===== config.mk =====
export PLATFORM = sky130hd
export DESIGN_NAME = srao_config
export DESIGN_NICKNAME = d
export VERILOG_FILES = /design/src/rtl/srao_config.v
export VERILOG_INCLUDE_DIRS = /design/src /design/src/rtl
export SDC_FILE = /design/constraint.sdc
export NUM_CORES = 1
export LEC_CHECK = 0
export CORE_MARGIN = 10
export CORE_UTILIZATION = 60
export CTS_BUF_LIST = sky130_fd_sc_hd__clkbuf_8 sky130_fd_sc_hd__clkbuf_16
export DETAILED_ROUTE_END_ITERATION = 10
export DONT_BUFFER_PORTS = 1
export GPL_ROUTABILITY_DRIVEN = 0
export PLACE_DENSITY = 0.76
export SYNTH_ARGS = -nofsm -noshare
export SYNTH_HDL_FRONTEND = slang
export SYNTH_SLANG_ARGS = --single-unit

===== constraint.sdc =====
create_clock -name clk -period 13.5 [get_ports clk]
set_input_delay 2.7 -clock clk [delete_from_list [all_inputs] [get_ports clk]]
set_output_delay 2.7 -clock clk [all_outputs]
set_load 0.01 [all_outputs]

===== src/rtl/srao_map.vh =====
// register map and constants for the line-rate / unsolicited-output block
// assumes a command parser upstream that decodes register writes and reads
//
// Operation
// - reply at old rate, then switch rate
// - optional port byte, 1 or 2
// - no port byte: use arrival port
// - echo port byte only if supplied
// - output code with optional port byte
// - code zero sends nothing unsolicited
// - nonzero code emits on each refresh (code: refreshes inside one pacing period give a single emit)
// - pace at output frequency setting
// - orientation codes 1,2,8,9 mapped
// - sensor codes 10-14,19 mapped
// - codes 16,17,20-23,30 mapped
// - message starts with code's tag
`ifndef SRAO_MAP_VH
`define SRAO_MAP_VH
`define SRAO_REG_LINE_RATE   8'h05
`define SRAO_REG_OUT_SELECT  8'h06
`define SRAO_PORT_ONE        8'h01
`define SRAO_PORT_TWO        8'h02
`define SRAO_RATE_RESET      32'h0001C200
`define SRAO_CODE_RESET      32'h00000000
`define SRAO_DIV_RESET       32'h00000001
// pacing counter rest value and step
`define SRAO_PACE_IDLE       32'h00000000
`define SRAO_PACE_STEP       32'h00000001
// accepted line rates
`define SRAO_RATE_9600       32'h00002580
`define SRAO_RATE_19200      32'h00004B00
`define SRAO_RATE_38400      32'h00009600
`define SRAO_RATE_57600      32'h0000E100
`define SRAO_RATE_115200     32'h0001C200
`define SRAO_RATE_128000     32'h0001F400
`define SRAO_RATE_230400     32'h00038400
`define SRAO_RATE_460800     32'h00070800
`define SRAO_RATE_921600     32'h000E1000
// unsolicited output selection codes
`define SRAO_CODE_OFF        32'h00000000
`define SRAO_CODE_ANGLES     32'h00000001
`define SRAO_CODE_QUAT       32'h00000002
`define SRAO_CODE_QUAT_SENS  32'h00000008
`define SRAO_CODE_COSINE     32'h00000009
`define SRAO_CODE_MAGNETIC   32'h0000000A
`define SRAO_CODE_ACCEL      32'h0000000B
`define SRAO_CODE_RATE       32'h0000000C
`define SRAO_CODE_THREE      32'h0000000D
`define SRAO_CODE_ANG_SENS   32'h0000000E
`define SRAO_CODE_BODY_ACC   32'h00000010
`define SRAO_CODE_INER_ACC   32'h00000011
`define SRAO_CODE_INERTIAL   32'h00000013
`define SRAO_CODE_SAT_GEO    32'h00000014
`define SRAO_CODE_SAT_ECEF   32'h00000015
`define SRAO_CODE_NAV_GEO    32'h00000016
`define SRAO_CODE_NAV_ECEF   32'h00000017
`define SRAO_CODE_DELTA      32'h0000001E
// five ASCII header characters per code, first character in the top byte
`define SRAO_TAG_NONE                40'h0000000000
`define SRAO_ATTITUDE_ANGLES_TAG     40'h564E595052
`define SRAO_QUATERNION_TAG          40'h564E51544E
`define SRAO_QUAT_PLUS_SENSORS_TAG   40'h564E514D52
`define SRAO_COSINE_MATRIX_TAG       40'h564E44434D
`define SRAO_MAGNETIC_TAG            40'h564E4D4147
`define SRAO_ACCEL_TAG               40'h564E414343
`define SRAO_RATE_TAG                40'h564E475952
`define SRAO_THREE_SENSOR_TAG        40'h564E4D4152
`define SRAO_ANGLES_PLUS_SENSORS_TAG 40'h564E594D52
`define SRAO_BODY_ACCEL_TAG          40'h564E594241
`define SRAO_INERTIAL_ACCEL_TAG      40'h564E594941
`define SRAO_INERTIAL_UNIT_TAG       40'h564E494D55
`define SRAO_SAT_GEODETIC_TAG        40'h564E475053
`define SRAO_SAT_EARTH_FIXED_TAG     40'h564E475045
`define SRAO_NAV_GEODETIC_TAG        40'h564E494E53
`define SRAO_NAV_EARTH_FIXED_TAG     40'h564E494E45
`define SRAO_DELTA_INCREMENTS_TAG    40'h564E445456
`endif


===== src/rtl/srao_config.v =====
// line-rate and unsolicited-output configuration registers, two serial ports
// assumes an upstream parser presents decoded commands as one-cycle strobes
`timescale 1ns/10ps
`include "srao_map.vh"
module srao_config (
	// clock and reset
	input  wire        clk,
	input  wire        srst,
	// decoded command
	input  wire        cmd_valid,
	input  wire        cmd_write,
	input  wire [7:0]  cmd_reg,
	input  wire [31:0] cmd_value,
	input  wire        cmd_port_given,
	input  wire [7:0]  cmd_port,
	input  wire        cmd_arrival_port,
	// reply side
	input  wire        reply_sent,
	output reg         reply_valid,
	output reg         reply_error,
	output reg  [31:0] reply_value,
	output reg         reply_port_given,
	output reg  [7:0]  reply_port,
	// applied rates
	output reg  [31:0] line_rate_p1,
	output reg  [31:0] line_rate_p2,
	// unsolicited output
	input  wire [31:0] output_period_p1,
	input  wire [31:0] output_period_p2,
	input  wire        data_refresh,
	output reg  [31:0] output_code_p1,
	output reg  [31:0] output_code_p2,
	output reg         emit_p1,
	output reg         emit_p2,
	output reg  [39:0] emit_tag_p1,
	output reg  [39:0] emit_tag_p2
);

////////////////////////////////////////////////////////////////////////////////
function rate_ok;
	input [31:0] r;
	begin
		// anything outside this set is refused with an error reply
		case (r)
			`SRAO_RATE_9600,
			`SRAO_RATE_19200,
			`SRAO_RATE_38400,
			`SRAO_RATE_57600,
			`SRAO_RATE_115200,
			`SRAO_RATE_128000,
			`SRAO_RATE_230400,
			`SRAO_RATE_460800,
			`SRAO_RATE_921600: rate_ok = 1'b1;
			default: rate_ok = 1'b0;
		endcase
	end
endfunction

// five-char header per code, zero for code 0 and unknown codes
function [39:0] tag_of;
	input [31:0] c;
	begin
		case (c)
			`SRAO_CODE_ANGLES:    tag_of = `SRAO_ATTITUDE_ANGLES_TAG;
			`SRAO_CODE_QUAT:      tag_of = `SRAO_QUATERNION_TAG;
			`SRAO_CODE_QUAT_SENS: tag_of = `SRAO_QUAT_PLUS_SENSORS_TAG;
			`SRAO_CODE_COSINE:    tag_of = `SRAO_COSINE_MATRIX_TAG;
			`SRAO_CODE_MAGNETIC:  tag_of = `SRAO_MAGNETIC_TAG;
			`SRAO_CODE_ACCEL:     tag_of = `SRAO_ACCEL_TAG;
			`SRAO_CODE_RATE:      tag_of = `SRAO_RATE_TAG;
			`SRAO_CODE_THREE:     tag_of = `SRAO_THREE_SENSOR_TAG;
			`SRAO_CODE_ANG_SENS:  tag_of = `SRAO_ANGLES_PLUS_SENSORS_TAG;
			`SRAO_CODE_INERTIAL:  tag_of = `SRAO_INERTIAL_UNIT_TAG;
			`SRAO_CODE_BODY_ACC:  tag_of = `SRAO_BODY_ACCEL_TAG;
			`SRAO_CODE_INER_ACC:  tag_of = `SRAO_INERTIAL_ACCEL_TAG;
			`SRAO_CODE_SAT_GEO:   tag_of = `SRAO_SAT_GEODETIC_TAG;
			`SRAO_CODE_SAT_ECEF:  tag_of = `SRAO_SAT_EARTH_FIXED_TAG;
			`SRAO_CODE_NAV_GEO:   tag_of = `SRAO_NAV_GEODETIC_TAG;
			`SRAO_CODE_NAV_ECEF:  tag_of = `SRAO_NAV_EARTH_FIXED_TAG;
			`SRAO_CODE_DELTA:     tag_of = `SRAO_DELTA_INCREMENTS_TAG;
			default: tag_of = `SRAO_TAG_NONE;
		endcase
	end
endfunction

// one step of a pacing counter, resting at zero
function [31:0] pace_step;
	input [31:0] cnt;
	begin
		if (cnt == `SRAO_PACE_IDLE)
			pace_step = `SRAO_PACE_IDLE;
		else
			pace_step = cnt - `SRAO_PACE_STEP;
	end
endfunction

// reload one short of the period so emits come exactly a period apart
function [31:0] pace_load;
	input [31:0] period;
	begin
		if (period == `SRAO_PACE_IDLE)
			pace_load = `SRAO_PACE_IDLE;
		else
			pace_load = period - `SRAO_PACE_STEP;
	end
endfunction

// per-port value of the addressed port
function [31:0] pick;
	input        sel_two;
	input [31:0] one;
	input [31:0] two;
	begin
		if (sel_two)
			pick = two;
		else
			pick = one;
	end
endfunction

////////////////////////////////////////////////////////////////////////////////
// command decode
wire       port_ok   = !cmd_port_given || cmd_port == `SRAO_PORT_ONE
                       || cmd_port == `SRAO_PORT_TWO;
wire       tgt_two   = cmd_port_given ? (cmd_port == `SRAO_PORT_TWO)
                       : cmd_arrival_port;
wire       is_rate   = cmd_reg == `SRAO_REG_LINE_RATE;
wire       is_sel    = cmd_reg == `SRAO_REG_OUT_SELECT;
wire       code_ok   = (cmd_value == `SRAO_CODE_OFF) || (tag_of(cmd_value) != `SRAO_TAG_NONE);
wire       val_ok    = is_rate ? rate_ok(cmd_value) : code_ok;
wire       cmd_ok    = (is_rate || is_sel) && port_ok && (!cmd_write || val_ok);
wire [31:0] rd_value = is_rate ? pick(tgt_two, line_rate_p1, line_rate_p2)
                       : pick(tgt_two, output_code_p1, output_code_p2);

// a command is taken only while no reply is outstanding
wire       take      = cmd_valid && !reply_valid && !pend_valid;
wire       sel_wr    = take && cmd_ok && cmd_write && is_sel;
// switch-off seen one cycle early so no message of the old type slips out
wire       off_p1    = sel_wr && !tgt_two && cmd_value == `SRAO_CODE_OFF;
wire       off_p2    = sel_wr && tgt_two && cmd_value == `SRAO_CODE_OFF;

// new rate waits here until the reply has gone out at the old rate
reg        pend_valid;
reg        pend_two;
reg [31:0] pend_rate;

always @(posedge clk) begin
	if (srst) begin
		reply_valid      <= 1'b0;
		reply_error      <= 1'b0;
		reply_value      <= 32'h00000000;
		reply_port_given <= 1'b0;
		reply_port       <= 8'h00;
		line_rate_p1     <= `SRAO_RATE_RESET;
		line_rate_p2     <= `SRAO_RATE_RESET;
		output_code_p1   <= `SRAO_CODE_RESET;
		output_code_p2   <= `SRAO_CODE_RESET;
		pend_valid       <= 1'b0;
		pend_two         <= 1'b0;
		pend_rate        <= `SRAO_RATE_RESET;
	end else begin
		if (reply_sent) begin
			reply_valid <= 1'b0;
			if (pend_valid) begin
				pend_valid <= 1'b0;
				if (pend_two)
					line_rate_p2 <= pend_rate;
				else
					line_rate_p1 <= pend_rate;
			end
		end
		// a new command is taken only while no reply is outstanding
		if (take) begin
			reply_valid      <= 1'b1;
			reply_error      <= !cmd_ok;
			reply_port_given <= cmd_port_given;
			reply_port       <= cmd_port_given ? cmd_port : 8'h00;
			reply_value      <= cmd_write ? cmd_value : rd_value;
			if (cmd_ok && cmd_write && is_rate) begin
				pend_valid <= 1'b1;
				pend_two   <= tgt_two;
				pend_rate  <= cmd_value;
			end
			if (cmd_ok && cmd_write && is_sel) begin
				if (tgt_two)
					output_code_p2 <= cmd_value;
				else
					output_code_p1 <= cmd_value;
			end
		end
	end
end

////////////////////////////////////////////////////////////////////////////////
// pacing: a refresh arms the port, the period counter releases it
reg [31:0] pace_p1;
reg [31:0] pace_p2;
reg        armed_p1;
reg        armed_p2;

always @(posedge clk) begin
	if (srst) begin
		pace_p1     <= 32'h00000000;
		pace_p2     <= 32'h00000000;
		armed_p1    <= 1'b0;
		armed_p2    <= 1'b0;
		emit_p1     <= 1'b0;
		emit_p2     <= 1'b0;
		emit_tag_p1 <= 40'h0000000000;
		emit_tag_p2 <= 40'h0000000000;
	end else begin
		emit_p1 <= 1'b0;
		emit_p2 <= 1'b0;
		pace_p1 <= pace_step(pace_p1);
		pace_p2 <= pace_step(pace_p2);
		if (data_refresh && output_code_p1 != `SRAO_CODE_OFF) armed_p1 <= 1'b1;
		if (data_refresh && output_code_p2 != `SRAO_CODE_OFF) armed_p2 <= 1'b1;
		// port one: a refresh in the emit cycle re-arms, so the set wins
		if (output_code_p1 == `SRAO_CODE_OFF || off_p1) armed_p1 <= 1'b0;
		else if (armed_p1 && pace_p1 == `SRAO_PACE_IDLE) begin
			armed_p1    <= data_refresh;
			emit_p1     <= 1'b1;
			emit_tag_p1 <= tag_of(output_code_p1);
			pace_p1     <= pace_load(output_period_p1);
		end
		// port two: same pacing on its own counter
		if (output_code_p2 == `SRAO_CODE_OFF || off_p2) armed_p2 <= 1'b0;
		else if (armed_p2 && pace_p2 == `SRAO_PACE_IDLE) begin
			armed_p2    <= data_refresh;
			emit_p2     <= 1'b1;
			emit_tag_p2 <= tag_of(output_code_p2);
			pace_p2     <= pace_load(output_period_p2);
		end
	end
end

endmodule // srao_config


==> impl_results.md, run 1 <==
- Syn Inst Count: 1,968
- Final HPWL DP: 36,500 um
- Largest net degree at the start of global routing: 165
- Area growth syn-to-layout: 6.72%
- Resized cells post-CTS: 0
- Die W: 187 um
- Slew @ Worst Pin: 1.16 ns
- CTS Hold Bufs: 0
- Rows: 60
- Fin. Hold Viols: 0
- CP Max Fanout: 70
- Flops & latches, synth: 337
- Seq/Total Area, Yosys: 40.5%
- Final setup fails: 0
- Cell Area, Synth: 16,700 um^2
- Maxcap violations: 0
- Fillers: 2,294
- Top FF cell, synth: dfxtp_1
- Pleak: 6.57 nW
- Core area: 27,200 um^2
- RSZ-0062 raised after global routing: false
- Postcts setup bufs: 0
- Area of the multi-input gates: 9040 um^2
- CTS clk-pin slew, worst paths: 0.06 ns
- Crit path required time: 13.88 ns
- Slew Limit Headroom: 22.5%
- Tmin final: 6.37 ns
- Post-synth EDFFs: 0
- GRT Resource Usage Total: 28.1%
- Via/cell ratio: 6.27
- Initial Util: 61.3%
- Core Util, Final: 65.4%
- Sw Share: 28.7%
- 1st-pass router iterations: 7
- CTS Buf Count: 37
- Synth area leaders: dfxtp_1 (40%), nand2_1 (6.8%), xnor2_1 (4.0%), a21oi_1 (3.9%), nor2_1 (3.3%)
- Skew-Pair Late Insertion Delay: 0.53 ns
- Period utilisation layout: 47.2%
- Reg area: 6750 um^2
- HP Class: reg -> reg
- DRC Markers: 0
- GRT overflow: 0
- Antenna violations before repair: 0
- Clock skew: 0.0196 ns
- CP Capture Type: register
- Diode count: 0
- Clock tree sinks: 337
- Unique masters post-synth: 89
- TritonCTS clock tree: done
- Via count: 14,300
- Total Routed Length: 52,000 um
- Mean Syn Cell Area: 8.47 um^2
- Sum Neg Setup Slack: 0 ns
- Critical path type: in -> reg
- Starting DRC count in detailed routing: 1,383
- Run status: completed
- Pint: 2.01 mW
- Clk pwr share: 37.4%
- Net Sw Power: 810 uW
- PD cells: 159 nW/um^2
- Yosys warns: 0
- Seq pwr share: 41.2%
- Startpoint types: input pin
- H-tree lvl count: 2
- CTS max path bufs: 3
- CTS root buf: clkbuf_16
- Max-slew violation count: 0
- Antenna Violating Nets Remaining: 0
- Vias in the first global route: 13,600
- R2R setup slack: 9.19 ns
- Part of the power in combinational logic: 21.3%
- Top-area cell type share of the netlist area: 40.5%
- I/O pin count: 373
- Worst slack, placed: 6.63 ns
- Die Y: 187 um
- Number of I/O port buffers: 0
- Nets: 2,027
- Die footprint: 34,800 um^2
- First-pass GRT wire length: 80,400 um
- Async set-or-reset flop fraction in the synthesized netlist: 0%
- Post-route setup slack: 7.13 ns
- Routed len/inst: 22.8 um
- Post-synth top area cell: dfxtp_1
- Max frequency: 0.157 GHz
- Share of cells above drive strength 1: 7.45%
- CP arrival: 6.75 ns
- Max IR drop VDD: 0.108 mV
[placed cells by master, fill, tap and decap left out, drive strengths merged, types with 5 or more instances in the layout]
cell	count
a211oi	65
a21o	5
a21oi	130
a22o	33
a22oi	6
a311oi	32
a31oi	7
and2	55
and3	59
buf	13
clkbuf	48
clkinv	6
conb	28
dfxtp	337
ha	28
inv	44
mux2	8
mux2i	33
nand2	301
nand2b	14
nand3	39
nand3b	9
nand4	13
nor2	148
nor2b	15
nor3	64
nor3b	6
nor4	45
o211ai	9
o21ai	24
o221ai	6
o22ai	59
o31ai	10
or2	6
or3	18
or4	13
xnor2	76
xor2	39
[final timing paths]
| check | from | end | cells past startpoint |
|---|---|---|---|
| worst min-delay path | register | emit_tag_p2[11] | 1 |
| worst min register to register | register | emit_tag_p2[11] | 1 |
| worst max-delay path | cmd_reg[5] | register | 15 |
| worst max register to register | reply_valid | register | 14 |
[final cells by class]
type,count,share of cell area (%)
clock buffer,48,6.12
inverter,35,0.739
multi-input combinational,1455,50.8
tap,372,2.62
timing repair buffer,13,0.549
sequential,337,37.9
clock inverter,19,1.21
[layer usage]
metal	wire length (um)	track usage, %
met5	0	0
met4	2070	11.5
met3	6050	10.6
met2	23500	44.3
met1	20300	33.8
[critical path: stages]
cell,delay (ns)
or4_4,0.56
nor4b_4,0.23
buf_4,0.57
a21oi_1,0.10
nand3_1,0.27
o31ai_1,0.23
nor3b_1,0.49
nand2_1,0.14
a21oi_1,0.38
inv_1,0.19
ha_1,0.32
inv_1,0.13
nor2_1,0.07
a21oi_1,0.18
o221ai_1,0.14
[stage by stage]
stage          total power, mW  area (um^2)  cells  hold WS (ns)
2_1_floorplan             1.69        16800   1995         0.420
3_3_place_gp              1.75        16500   2212         0.422
3_5_place_dp              1.78        16500   2212         0.425
4_1_cts                   2.83        17800   2279         0.445
5_1_grt                   2.96        17800   2279         0.461
6_report                  2.82        17800   2279         0.442
[logic make-up after synthesis]
kind of cell	after synthesis	synth area share, %
compound gates	414	17.8
simple gates	829	24.9
flops	337	40.5
xor+xnor	115	6.05
buf+inv	203	6.02
fa+ha+maj	28	2.10
mux	41	2.60
other cells	1	0.0225
[cell usage after synthesis (4+ instances only)]
cell / count
xor2_1: 39
nand4_1: 12
and4_1: 4
or3_1: 16
dfxtp_1: 337
o211ai_1: 9
ha_1: 28
mux2i_1: 32
nor2b_1: 15
a211oi_1: 65
a21oi_1: 130
nor4bb_1: 4
a31oi_1: 7
buf_1: 9
or2_2: 5
o22ai_2: 27
a311oi_1: 32
nand2b_1: 14
nand2_1: 301
o21ai_0: 19
xnor2_1: 76
buf_4: 52
buf_2: 13
o221ai_1: 6
nor3_1: 62
nor2_1: 148
and2_1: 53
clkbuf_1: 90
buf_6: 4
nor3b_1: 6
a21o_1: 5
mux2_2: 8
a22oi_1: 5
inv_1: 31
a22o_1: 33
nor4_1: 44
nand3_1: 38
nand3b_1: 9
or4_1: 10
o31ai_1: 9
o22ai_1: 32
and3_1: 59
[sequential cells by signal, indices dropped and copies added (netlist names), 8 cells and up, named ones only]
name and count:
line_rate_p1 32, reply_port 8, output_code_p2 32, reply_value 32
pend_rate 32, line_rate_p2 32, output_code_p1 32, pace_p2 32
emit_tag_p1 16, emit_tag_p2 16, pace_p1 32
[power by group through the flow]
stage	Sequential [mW]	Clock [mW]	Combinational (mW)
final	1.16	1.06	0.601
after global routing	1.17	1.11	0.671
after CTS	1.16	1.07	0.600
after detailed placement	1.18	0	0.594
after global placement	1.18	0	0.574
after floorplan	1.16	0	0.527
Power figures use the tool's default switching activity.
==> run 2: changes to the inputs <==
==> constraint.sdc (replaced) <==
create_clock -name clk -period 6.35 [get_ports clk]
set_input_delay 1.27 -clock clk [delete_from_list [all_inputs] [get_ports clk]]
set_output_delay 1.27 -clock clk [all_outputs]
set_load 0.01 [all_outputs]
==> run 2 against run 1 <==
- critical path depth down 1
- first-iteration DRC count fell by 1.3%
- sequential power is 110% higher
- core utilization decreased by 0.43 points
- non-clock buffer count rose by 3
- critical path type unchanged
==> impl_results.md, run 2 (synthesis gave the netlist of run 1 again) <==
- CTS Buf Count: 36 (-2.7%)
- Placed cell area: 16,500 um^2 (+0.13%)
- Slew @ Worst Pin: 1.20 ns (+0.0411 ns)
- GRT Resource Usage Total: 28.0% (-0.082 points)
- Starting DRC count in detailed routing: 1,365 (-1.3%)
- Critical path type: in -> reg
- First-pass GRT wire length: 80,400 um (about the same)
- DRC Markers: 0 (unchanged)
- Largest net degree at the start of global routing: 165 (unchanged)
- 1st-pass router iterations: 6 (-1)
- Number of I/O port buffers: 0 (unchanged)
- Clock tree sinks: 337 (unchanged)
- Die footprint: 34,800 um^2 (unchanged)
- Fin. Hold Viols: 0 (unchanged)
- Die Y: 187 um (unchanged)
- Max IR drop VDD: 0.237 mV (+120%)
- Rows: 60 (unchanged)
- Fin cells: 2,280 (+0.044%)
- Diode count: 0 (unchanged)
- CP Capture Type: register
- Core Util, Final: 65.0% (-0.43 points)
- Resized cells post-CTS: 0 (unchanged)
- Clock skew: 0.0314 ns (+0.0118 ns)
- Share of cells above drive strength 1: 7.34% (-0.11 points)
- Final HPWL DP: 36,900 um (+1.1%)
- R2R Path Start: reply_valid
- Slew Limit Headroom: 19.8% (-2.7 points)
- Crit path required time: 6.73 ns (-7.15 ns)
- Max frequency: 0.203 GHz
- Skew-Pair Late Insertion Delay: 0.54 ns (about the same)
- RSZ-0062 raised after global routing: false
- Antenna violations before repair: 0 (unchanged)
- CP Max Fanout: 8 (-89%)
- Postcts setup bufs: 0 (unchanged)
- CTS clk-pin slew, worst paths: 0.06 ns (about the same)
- Via count: 14,400 (+1.1%)
- Core area: 27,200 um^2 (unchanged)
- CTS max path bufs: 3 (unchanged)
- TritonCTS clock tree: done
- Final instance area: 17,700 um^2 (-0.65%)
- Routed len/inst: 22.9 um (+0.43%)
- WHS Path Cells: 1 (unchanged)
- Area growth syn-to-layout: 6.02%
- R2R cell count: 12 (-2)
- Hold WS: 0.438 ns (-0.00374 ns)
- Via/cell ratio: 6.34 (+1.0%)
- Final setup fails: 0 (unchanged)
- CTS root buf: clkbuf_16
- CP arrival: 5.31 ns (-1.44 ns)
- Period utilisation layout: 77.6%
- Startpoint types: input pin
- H-tree lvl count: 2 (unchanged)
- Total Routed Length: 52,300 um (+0.48%)
- Antenna Violating Nets Remaining: 0 (unchanged)
- GRT overflow: 0 (unchanged)
- Hold EP: emit_tag_p1[1]
- Run status: completed
- Sum Neg Setup Slack: 0 ns (unchanged)
- Initial Util: 61.3% (unchanged)
- Fillers: 2,299 (+0.22%)
- Max-slew violation count: 0 (unchanged)
- Nets: 2,029 (+0.099%)
- HP Class: reg -> reg
- Vias in the first global route: 13,400 (-1.8%)
- PD cells: 329 nW/um^2 (+110%)
- Most frequent cells in the layout: dfxtp_1 (337), nand2_1 (301), nor2_1 (147), a21oi_1 (130), xnor2_1 (76)
- Tmin final: 4.93 ns
- Cells after DPL: 2,215 (+0.14%)
- Maxcap violations: 0 (unchanged)
- Pleak: 6.52 nW (-0.84%)
- Most common cell after layout, fill and taps aside: dfxtp_1
- R2R setup slack: 2.56 ns (-6.63 ns)
- I/O pin count: 373 (unchanged)
- Die W: 187 um (unchanged)
- CTS Hold Bufs: 0 (unchanged)
run 2: worst max-delay path, cell delays in order:
cell and delay, ns:
nor4_1 0.78, nand2_1 0.19, or3_1 0.39, o21ai_1 0.34
o31ai_1 0.32, nor3b_1 0.44, nand2_1 0.13, a21oi_1 0.40
inv_1 0.18, ha_1 0.33, inv_1 0.15, nor2_1 0.06
o21ai_0 0.20, o211ai_1 0.13
run 2: area by class of cell:
cell class / instances / area, um^2 / area share, %
Clock buffer: 44 / 1010 / 5.72
Clock inverter: 21 / 155 / 0.878
Inverter: 35 / 131 / 0.744
Multi-Input combinational cell: 1455 / 9030 / 51.1
Sequential cell: 337 / 6750 / 38.2
Tap cell: 372 / 465 / 2.63
Timing Repair Buffer: 16 / 120 / 0.680
run 2: how the worst max path moves through the flow:
stage,startpoint,to,cells past startpoint
floorplan,cmd_value[0],register,17
global placement,cmd_value[16],register,14
detailed placement,cmd_value[16],register,14
CTS,cmd_value[16],register,14
global route,cmd_value[16],register,14
finish,cmd_value[16],register,14
run 2: report_power, final:
part	internal (mW)	total [mW]	switching, mW
sequential	2.30	2.48	0.183
combinational	0.600	1.29	0.685
clock	1.18	2.04	0.862
total	4.07	5.81	1.73
run 2: through the flow:
stage | total power, mW | worst slack, ns
2_1_floorplan | 3.59 | 1.24
3_3_place_gp | 3.73 | 1.32
3_5_place_dp | 3.79 | 1.01
4_1_cts | 5.82 | 1.54
5_1_grt | 6.08 | 1.17
6_report | 5.81 | 1.42
run 2: metal layers:
metal | vias up | share of wire [%] | global-route usage [%]
met5 | - | 0 | 0
li1 | 6761 | - | -
met1 | 6834 | 39 | 34.0
met3 | 123 | 12 | 10.3
met4 | 0 | 3.9 | 11.2
met2 | 729 | 46 | 44.2
